[src/design/flash_seq_pkg.sv]
package flash_seq_pkg;
  // Instruction codes
  localparam logic [7:0] OPC_WREN = 8'h06;
  localparam logic [7:0] OPC_RDSR = 8'h05;
  localparam logic [7:0] OPC_QREAD = 8'hEB;
  localparam logic [7:0] OPC_PP = 8'h02;
  localparam logic [7:0] OPC_QPP = 8'h32;
  localparam logic [7:0] OPC_SE4K = 8'h20;
  localparam logic [7:0] OPC_BE32K = 8'h52;
  localparam logic [7:0] OPC_BE64K = 8'hD8;
  // Frame field last-rise indexes, counted from zero in serial clock rises
  localparam logic [4:0] OPC_LAST = 5'h07;
  localparam logic [4:0] ADDR1_LAST = 5'h17;
  localparam logic [4:0] ADDR4_LAST = 5'h05;
  localparam logic [4:0] MODE_DUMMY_LAST = 5'h05;
  localparam logic [4:0] BYTE1_LAST = 5'h07;
  localparam logic [4:0] BYTE4_LAST = 5'h01;
  localparam int PAGE_BYTES = 256;
  localparam logic [8:0] PAGE_END = 9'h100;
  // Status byte fields
  localparam int STAT_BUSY_POS = 0;
  localparam int STAT_WEL_POS = 1;
  // Erase sizes
  localparam logic [1:0] ERASE_4K = 2'h0;
  localparam logic [1:0] ERASE_32K = 2'h1;
  localparam logic [1:0] ERASE_64K = 2'h2;
  // Self-timed cycle lengths
  localparam int CLK_MHZ = 20;
  localparam int PROG_TIME_US = 400;
  localparam int SECTOR_ERASE_TIME_US = 45000;
  localparam int SMALL_BLOCK_ERASE_TIME_US = 120000;
  localparam int BLOCK_ERASE_TIME_US = 150000;
  localparam int PROG_CYCLES = PROG_TIME_US * CLK_MHZ;
  localparam int SECTOR_ERASE_CYCLES = SECTOR_ERASE_TIME_US * CLK_MHZ;
  localparam int SMALL_BLOCK_ERASE_CYCLES = SMALL_BLOCK_ERASE_TIME_US * CLK_MHZ;
  localparam int BLOCK_ERASE_CYCLES = BLOCK_ERASE_TIME_US * CLK_MHZ;

  typedef struct packed {
    logic cs_n;
    logic sclk;
    logic [3:0] lanes;
  } spi_pins_s;

  typedef struct packed {
    logic en;
    logic [23:0] addr;
    logic [7:0] data;
  } prog_wr_s;

  typedef struct packed {
    logic valid;
    logic [1:0] size;
    logic [23:0] addr;
  } erase_req_s;

  typedef enum logic [6:0] {
    S_OPC = 7'h01,
    S_ADDR = 7'h02,
    S_MODE = 7'h04,
    S_RD = 7'h08,
    S_PD = 7'h10,
    S_STAT = 7'h20,
    S_SKIP = 7'h40
  } frame_state_e;
endpackage : flash_seq_pkg

[src/design/flash_seq.sv]
`timescale 1ns/1ps
module flash_seq #(
  parameter int PROG_CYCLES = flash_seq_pkg::PROG_CYCLES,
  parameter int SECTOR_ERASE_CYCLES = flash_seq_pkg::SECTOR_ERASE_CYCLES,
  parameter int SMALL_BLOCK_ERASE_CYCLES = flash_seq_pkg::SMALL_BLOCK_ERASE_CYCLES,
  parameter int BLOCK_ERASE_CYCLES = flash_seq_pkg::BLOCK_ERASE_CYCLES
) (
  input wire logic clk_i, // 20 MHz clock
  input wire logic resetn_i, // Async reset, low
  input wire flash_seq_pkg::spi_pins_s pins_i, // Select, serial clock, lanes in
  output logic [3:0] lane_o, // Lane output values
  output logic [3:0] lane_oe_o, // Lane output enables
  input wire logic quad_lane_enable_bit_i, // Quad enable status bit
  input wire logic protected_i, // Target at addr_o is protected
  output logic [23:0] addr_o, // Command address
  input wire logic [7:0] rd_data_i, // Array byte at addr_o
  output flash_seq_pkg::prog_wr_s prog_wr_o, // Array program strobe
  output flash_seq_pkg::erase_req_s erase_o, // Array erase pulse
  output logic busy_o, // Busy flag
  output logic write_enable_latch_o // Write enable latch
);
  localparam logic [23:0] PROG_N = 24'(PROG_CYCLES);
  localparam logic [23:0] SE_N = 24'(SECTOR_ERASE_CYCLES);
  localparam logic [23:0] BE32_N = 24'(SMALL_BLOCK_ERASE_CYCLES);
  localparam logic [23:0] BE64_N = 24'(BLOCK_ERASE_CYCLES);

  logic rst_s1_q;
  logic rst_n;
  flash_seq_pkg::spi_pins_s s1_q;
  flash_seq_pkg::spi_pins_s s2_q;
  flash_seq_pkg::spi_pins_s s3_q;
  logic sck_rise;
  logic sck_fall;
  logic cs_rise;

  flash_seq_pkg::frame_state_e state_q, state_d;
  logic [4:0] cnt_q, cnt_d;
  logic [7:0] opc_q, opc_d;
  logic [23:0] addr_q, addr_d;
  logic [7:0] sh_q, sh_d;
  logic ok_q, ok_d;
  logic quad_q, quad_d;
  logic nib_q, nib_d;
  logic [7:0] col_q, col_d;
  logic [3:0] lane_q, lane_d;
  logic [3:0] oe_q, oe_d;
  logic busy_q, busy_d;
  logic wel_q, wel_d;
  logic [23:0] tmr_q, tmr_d;
  logic [8:0] idx_q, idx_d;
  flash_seq_pkg::prog_wr_s wr_q, wr_d;
  flash_seq_pkg::erase_req_s er_q, er_d;

  logic [7:0] page_q [flash_seq_pkg::PAGE_BYTES];
  logic [flash_seq_pkg::PAGE_BYTES-1:0] mask_q, mask_d;
  logic pb_we;
  logic [7:0] pb_data;

  // Reset release through two flops
  always_ff @(posedge clk_i or negedge resetn_i) begin
    if (!resetn_i) begin
      rst_s1_q <= 1'b0;
      rst_n <= 1'b0;
    end else begin
      rst_s1_q <= 1'b1;
      rst_n <= rst_s1_q;
    end
  end

  // Pins pass two flops; third only for edge finding
  always_ff @(posedge clk_i or negedge rst_n) begin
    if (!rst_n) begin
      s1_q <= '{cs_n: 1'b1, sclk: 1'b0, lanes: 4'h0};
      s2_q <= '{cs_n: 1'b1, sclk: 1'b0, lanes: 4'h0};
      s3_q <= '{cs_n: 1'b1, sclk: 1'b0, lanes: 4'h0};
    end else begin
      s1_q <= pins_i;
      s2_q <= s1_q;
      s3_q <= s2_q;
    end
  end

  assign sck_rise = s2_q.sclk & ~s3_q.sclk & ~s2_q.cs_n;
  assign sck_fall = ~s2_q.sclk & s3_q.sclk & ~s2_q.cs_n;
  assign cs_rise = s2_q.cs_n & ~s3_q.cs_n;

  always_comb begin
    logic [23:0] addr_n;
    logic [7:0] byte_n;
    logic [7:0] stat;
    addr_n = quad_q ? {addr_q[19:0], s2_q.lanes} : {addr_q[22:0], s2_q.lanes[0]};
    byte_n = quad_q ? {sh_q[3:0], s2_q.lanes} : {sh_q[6:0], s2_q.lanes[0]};
    stat = 8'h00;
    stat[flash_seq_pkg::STAT_BUSY_POS] = busy_q;
    stat[flash_seq_pkg::STAT_WEL_POS] = wel_q;
    state_d = state_q;
    cnt_d = cnt_q;
    opc_d = opc_q;
    addr_d = addr_q;
    sh_d = sh_q;
    ok_d = ok_q;
    quad_d = quad_q;
    nib_d = nib_q;
    col_d = col_q;
    lane_d = lane_q;
    oe_d = oe_q;
    busy_d = busy_q;
    wel_d = wel_q;
    tmr_d = tmr_q;
    idx_d = idx_q;
    mask_d = mask_q;
    pb_we = 1'b0;
    pb_data = byte_n;
    wr_d = '{en: 1'b0, addr: wr_q.addr, data: wr_q.data};
    er_d = '{valid: 1'b0, size: er_q.size, addr: er_q.addr};

    // Self-timed cycle; page buffer drained first
    if (busy_q) begin
      if (idx_q != flash_seq_pkg::PAGE_END) begin
        wr_d.en = mask_q[idx_q[7:0]];
        wr_d.addr = {addr_q[23:8], idx_q[7:0]};
        wr_d.data = page_q[idx_q[7:0]];
        idx_d = idx_q + 9'h001;
      end
      if (tmr_q == 24'h000000) begin
        busy_d = 1'b0;
        wel_d = 1'b0;
      end else begin
        tmr_d = tmr_q - 24'h000001;
      end
    end

    if (s2_q.cs_n) begin
      state_d = flash_seq_pkg::S_OPC;
      cnt_d = 5'h00;
      oe_d = 4'h0;
      ok_d = 1'b0;
    end

    // Only a cleanly ended frame takes effect
    if (cs_rise && ok_q) begin
      if (opc_q == flash_seq_pkg::OPC_WREN) begin
        wel_d = 1'b1;
      end else if (!protected_i) begin
        busy_d = 1'b1;
        idx_d = flash_seq_pkg::PAGE_END;
        if (opc_q == flash_seq_pkg::OPC_PP || opc_q == flash_seq_pkg::OPC_QPP) begin
          tmr_d = PROG_N;
          idx_d = 9'h000;
        end else if (opc_q == flash_seq_pkg::OPC_SE4K) begin
          tmr_d = SE_N;
          er_d = '{valid: 1'b1, size: flash_seq_pkg::ERASE_4K, addr: addr_q};
        end else if (opc_q == flash_seq_pkg::OPC_BE32K) begin
          tmr_d = BE32_N;
          er_d = '{valid: 1'b1, size: flash_seq_pkg::ERASE_32K, addr: addr_q};
        end else begin
          tmr_d = BE64_N;
          er_d = '{valid: 1'b1, size: flash_seq_pkg::ERASE_64K, addr: addr_q};
        end
      end
    end

    if (sck_rise) begin
      cnt_d = cnt_q + 5'h01;
      case (state_q)
        flash_seq_pkg::S_OPC: begin
          sh_d = {sh_q[6:0], s2_q.lanes[0]};
          if (cnt_q == flash_seq_pkg::OPC_LAST) begin
            opc_d = {sh_q[6:0], s2_q.lanes[0]};
            cnt_d = 5'h00;
            state_d = flash_seq_pkg::S_SKIP;
            quad_d = 1'b0;
            case ({sh_q[6:0], s2_q.lanes[0]})
              flash_seq_pkg::OPC_RDSR: state_d = flash_seq_pkg::S_STAT;
              flash_seq_pkg::OPC_WREN: ok_d = ~busy_q;
              flash_seq_pkg::OPC_QREAD: begin
                if (quad_lane_enable_bit_i && !busy_q) begin
                  state_d = flash_seq_pkg::S_ADDR;
                  quad_d = 1'b1;
                end
              end
              flash_seq_pkg::OPC_QPP: begin
                if (quad_lane_enable_bit_i && wel_q && !busy_q) begin
                  state_d = flash_seq_pkg::S_ADDR;
                  quad_d = 1'b1;
                  mask_d = '0;
                end
              end
              flash_seq_pkg::OPC_PP, flash_seq_pkg::OPC_SE4K,
              flash_seq_pkg::OPC_BE32K, flash_seq_pkg::OPC_BE64K: begin
                if (wel_q && !busy_q) begin
                  state_d = flash_seq_pkg::S_ADDR;
                  // Mask cleared only on an accepted PP, QPP or erase opcode; a status poll must not cut the drain
                  mask_d = '0;
                end
              end
              default: state_d = flash_seq_pkg::S_SKIP;
            endcase
          end
        end
        flash_seq_pkg::S_ADDR: begin
          addr_d = addr_n;
          if (cnt_q == (quad_q ? flash_seq_pkg::ADDR4_LAST : flash_seq_pkg::ADDR1_LAST)) begin
            cnt_d = 5'h00;
            col_d = addr_n[7:0];
            if (opc_q == flash_seq_pkg::OPC_QREAD) begin
              state_d = flash_seq_pkg::S_MODE;
            end else if (opc_q == flash_seq_pkg::OPC_PP || opc_q == flash_seq_pkg::OPC_QPP) begin
              state_d = flash_seq_pkg::S_PD;
            end else begin
              state_d = flash_seq_pkg::S_SKIP;
              ok_d = 1'b1;
            end
          end
        end
        flash_seq_pkg::S_MODE: begin
          // Mode bits are not acted on; lanes stay released
          if (cnt_q == flash_seq_pkg::MODE_DUMMY_LAST) begin
            state_d = flash_seq_pkg::S_RD;
            cnt_d = 5'h00;
            nib_d = 1'b0;
          end
        end
        flash_seq_pkg::S_PD: begin
          sh_d = byte_n;
          ok_d = 1'b0;
          if (cnt_q == (quad_q ? flash_seq_pkg::BYTE4_LAST : flash_seq_pkg::BYTE1_LAST)) begin
            cnt_d = 5'h00;
            pb_we = 1'b1;
            mask_d[col_q] = 1'b1;
            col_d = col_q + 8'h01;
            ok_d = 1'b1;
          end
        end
        flash_seq_pkg::S_SKIP: ok_d = 1'b0;
        default: cnt_d = cnt_q;
      endcase
    end

    if (sck_fall) begin
      if (state_q == flash_seq_pkg::S_STAT) begin
        oe_d = 4'h2;
        cnt_d = (cnt_q[2:0] == 3'h7) ? 5'h00 : cnt_q + 5'h01;
        if (cnt_q[2:0] == 3'h0) begin
          lane_d = {2'h0, stat[7], 1'b0};
          sh_d = {stat[6:0], 1'b0};
        end else begin
          lane_d = {2'h0, sh_q[7], 1'b0};
          sh_d = {sh_q[6:0], 1'b0};
        end
      end else if (state_q == flash_seq_pkg::S_RD) begin
        oe_d = 4'hF;
        nib_d = ~nib_q;
        if (!nib_q) begin
          lane_d = rd_data_i[7:4];
        end else begin
          lane_d = rd_data_i[3:0];
          addr_d = addr_q + 24'h000001;
        end
      end
    end
  end

  always_ff @(posedge clk_i or negedge rst_n) begin
    if (!rst_n) begin
      state_q <= flash_seq_pkg::S_OPC;
      cnt_q <= 5'h00;
      opc_q <= 8'h00;
      addr_q <= 24'h000000;
      sh_q <= 8'h00;
      ok_q <= 1'b0;
      quad_q <= 1'b0;
      nib_q <= 1'b0;
      col_q <= 8'h00;
      lane_q <= 4'h0;
      oe_q <= 4'h0;
      busy_q <= 1'b0;
      wel_q <= 1'b0;
      tmr_q <= 24'h000000;
      idx_q <= flash_seq_pkg::PAGE_END;
      mask_q <= '0;
      wr_q <= '0;
      er_q <= '0;
    end else begin
      state_q <= state_d;
      cnt_q <= cnt_d;
      opc_q <= opc_d;
      addr_q <= addr_d;
      sh_q <= sh_d;
      ok_q <= ok_d;
      quad_q <= quad_d;
      nib_q <= nib_d;
      col_q <= col_d;
      lane_q <= lane_d;
      oe_q <= oe_d;
      busy_q <= busy_d;
      wel_q <= wel_d;
      tmr_q <= tmr_d;
      idx_q <= idx_d;
      mask_q <= mask_d;
      wr_q <= wr_d;
      er_q <= er_d;
    end
  end

  // Page buffer; data only, validity lives in mask_q
  always_ff @(posedge clk_i) begin
    if (pb_we) begin
      page_q[col_q] <= pb_data;
    end
  end

  assign lane_o = lane_q;
  assign lane_oe_o = oe_q;
  assign addr_o = addr_q;
  assign prog_wr_o = wr_q;
  assign erase_o = er_q;
  assign busy_o = busy_q;
  assign write_enable_latch_o = wel_q;
endmodule : flash_seq

[config.mk]
export PLATFORM = sky130hd
export DESIGN_NAME = flash_seq
export DESIGN_NICKNAME = d
export VERILOG_FILES = /design/src/design/flash_seq_pkg.sv /design/src/design/flash_seq.sv
export SDC_FILE = /design/constraint.sdc
export NUM_CORES = 2
export LEC_CHECK = 0
export BUFFER_PORTS_ARGS = -buffer_cell sky130_fd_sc_hd__buf_2
export CAP_MARGIN = 30
export CORE_UTILIZATION = 40
export DETAILED_ROUTE_END_ITERATION = 6
export PLACE_DENSITY = 0.58
export SLEW_MARGIN = 0
export SYNTH_ARGS = -nofsm -noshare
export SYNTH_HDL_FRONTEND = slang
export SYNTH_SLANG_ARGS = --single-unit
[constraint.sdc]
create_clock -name clk_i -period 12.2 [get_ports clk_i]
set_clock_uncertainty 0.15 [all_clocks]
set_input_delay 3.66 -clock clk_i [delete_from_list [all_inputs] [get_ports clk_i]]
set_output_delay 3.66 -clock clk_i [all_outputs]
set_load 0.01 [all_outputs]
==> flow_summary.toml <==
[clock_network]
clockBufferDepth = 4
postCtsHoldBufs = 0
postCtsSetupBuffers = 0
clk_pin_slew_ps = 70
cts.sinks = 2486
cts_resized = 0
clk_latency_ps = 930
cts_buffers = 278
htree_levels = 5
cts_tree = "yes"
cts_root_buf = "clkbuf_16"

[logic_synthesis]
yosys-top-cells-area = "edfxtp_1 62%, mux4_2 11%, dfrtp_1 11%"
yosys.area.top_type = "edfxtp_1"
netlist_instances = 5765
ys_seq_elements = 2486
synthDominantCellAreaShare_pct = 61.6
yosys-top-cells-count = "2048 x edfxtp_1, 490 x mux4_2, 462 x nand2_1, 433 x dfrtp_1, 376 x nor2_1"
synth_edf_count = 2048
yosys_warnings = 0
syn_avg_cell_area_um2 = 17.3
synth-main-ff-cell = "edfxtp_1"
syn_area_um2 = 99900
yosysUniqueCellTypes = 86
synth.net_count = 5796
ys_async_sr_fraction_pct = 17.6
synthMostInstantiatedCell = "edfxtp_1"
yosysSeqAreaShare_pct = 72.6

[power]
powerDensity_nw_per_um2 = 220
p_leak_nw = 38.8
ir_drop_mv = 0.156

[grt]
grt_max_degree = 256
grt_usage_pct = 23.3
grt_pass1_vias = 54800
grt.overflow.total = 0
grt_first_pass_wirelength_um = 419000
antenna_found_initial = 15

[floorplanning]
fp.dieW_um = 502
start_util_pct = 40.2
core_region_area_um2 = 248000
rows = 183
dieArea_um2 = 252000
dieHeight_um = 502
io_pins = 112

[routing]
wl_per_cell_um = 31.3
drc_errors = 0
routed_wl_um = 295000
vias = 56300
drt_iter0_drc = 7468
drtPass1Iterations = 6
ant_nets = 0
viasPerCell = 5.97

[sta]
finalSetupViolCount = 0
max_freq_mhz = 176
rsz0062_at_grt = "false"
finalCritPeriodShare_pct = 46.6
finalHoldViolCount = 0
tns_ps = 0
finalMaxSlewViolations = 0
slew_headroom_pct = 12.4
min_period_ps = 5690
worst_slack_ps = 6510
worst_pin_slew_ps = 1310

[layout]
drive_above_1_share_pct = 20.7
final_nets = 5950
area_growth_pct = 12.9
n_fill_cell = 21200

[setup_path]
crit_family = "flip-flops"
crit_chain = "buf_2"
slowest_delay_ps = 680
path_max_fanout = 4
cp_slowest_cell = "dfrtp_1"
arrival_ps = 1880
crit_required_ps = 8390
critical_path_buf_inv_count = 1
critPathKind = "reg -> out"
crit_path_end_kind = "primary output"
start_kind = "flip-flop"

[place]
dp_slack_ps = 6630
place_congestion = 0.841
numPortBuffers = 111
dpl.hpwl_um = 174000

[run]
max_cap_viol_count = 0

[run_status]
outcome = "finished clean"

[worst_hold_path]
hold_class = "reg -> reg"
## routing by layer
metal	vias up	global-route usage (%)	wire, µm
met4	4	8.23	11100
met1	29800	33.3	122000
met5	-	0	14
met3	557	4.48	26600
li1	23100	-	-
met2	2856	35.7	136000
## flip-flops by register name, indices dropped and copies added, names as in the netlist, 8 cells and up
signal,count
page_q,2048
mask_q,256
prog_wr_o,33
erase_o,27
addr_o,24
tmr_q,24
idx_q,9
col_q,8
opc_q,8
sh_q,8
## path summary, 6_finish.rpt
check | start | endpoint | slack, ps | cells past startpoint
min in group asynchronous | rst_n | prog_wr_o[16] | 240 | 0
setup / recovery | prog_wr_o[6] | prog_wr_o[6] | 6510 | 1
setup reg to reg | idx_q[0] | prog_wr_o[1] | 6780 | 8
hold / removal | s1_q[2] | s2_q[2] | 200 | 0
max in group asynchronous | resetn_i | rst_n | 9400 | 1
hold reg to reg | s1_q[2] | s2_q[2] | 200 | 0
## where the power goes
part           internal [mW]  switching, mW  total, mW
Sequential              9.61          0.235       9.85
Combinational           2.44           4.56       7.00
Clock                   4.60           3.31       7.90
Total                   16.6           8.10       24.7
## cell usage in the layout, fill, tap and decap left out, drive strengths merged, types with 9 or more instances in the layout
master	synthesis	routed
nor2b	30	30
o31ai	13	13
a211oi	35	35
mux4	490	490
nor2	376	376
a22oi	64	64
inv	31	35
o22ai	45	45
a21oi	133	133
or2	9	9
buf	189	280
dfrtp	433	433
nand4	22	22
o221ai	26	26
bufinv	0	13
a221o	18	18
a31oi	18	18
a2111oi	9	9
nor4	17	17
nor3	38	38
a311oi	12	12
a32oi	12	12
clkbuf	217	365
nand3	55	55
a21o	20	20
clkinv	2	84
edfxtp	2048	2048
and2	16	16
nand2	463	463
mux2i	241	241
ha	13	13
xnor2	12	12
and3	21	21
a221oi	59	59
a22o	23	23
o21ai	333	333
nand2b	17	17
xor2	19	19
mux2	62	62
## logic make-up after synthesis
logic type / Yosys count / share of synthesized area [%]
AND/OR/NAND/NOR: 1116 / 4.89
AO/OA/AOI/OAI: 886 / 5.72
buffers and inverters: 439 / 2.21
multiplexers: 793 / 14.2
adder cells (fa/ha/maj): 13 / 0.163
other: 1 / 0.00376
XOR/XNOR: 31 / 0.272
flip-flops: 2486 / 72.6
## stage by stage
step	instance area [µm²]	power [mW]	cells	hold slack (ps)	util [%]
after global routing	113000	25.4	9437	214	45.4
after floorplan	99900	14.2	5765	181	-
after CTS	112000	24.8	9427	207	45.3
final	113000	24.7	9438	202	45.4
after global placement	104000	16.9	8943	189	41.8
after detailed placement	104000	17.0	8959	186	41.9
## area by class of cell
type,count,area (µm²),share of cell area (%)
Tap cell,3330,4170,3.70
Multi-Input combinational cell,2840,25400,22.5
Antenna cell,1,2.50,0.00222
Inverter,33,129,0.114
Clock inverter,103,832,0.738
Timing Repair Buffer,280,2140,1.90
Clock buffer,365,7530,6.68
Sequential cell,2486,72500,64.3
No activity file was read; power rests on OpenSTA's default activity.
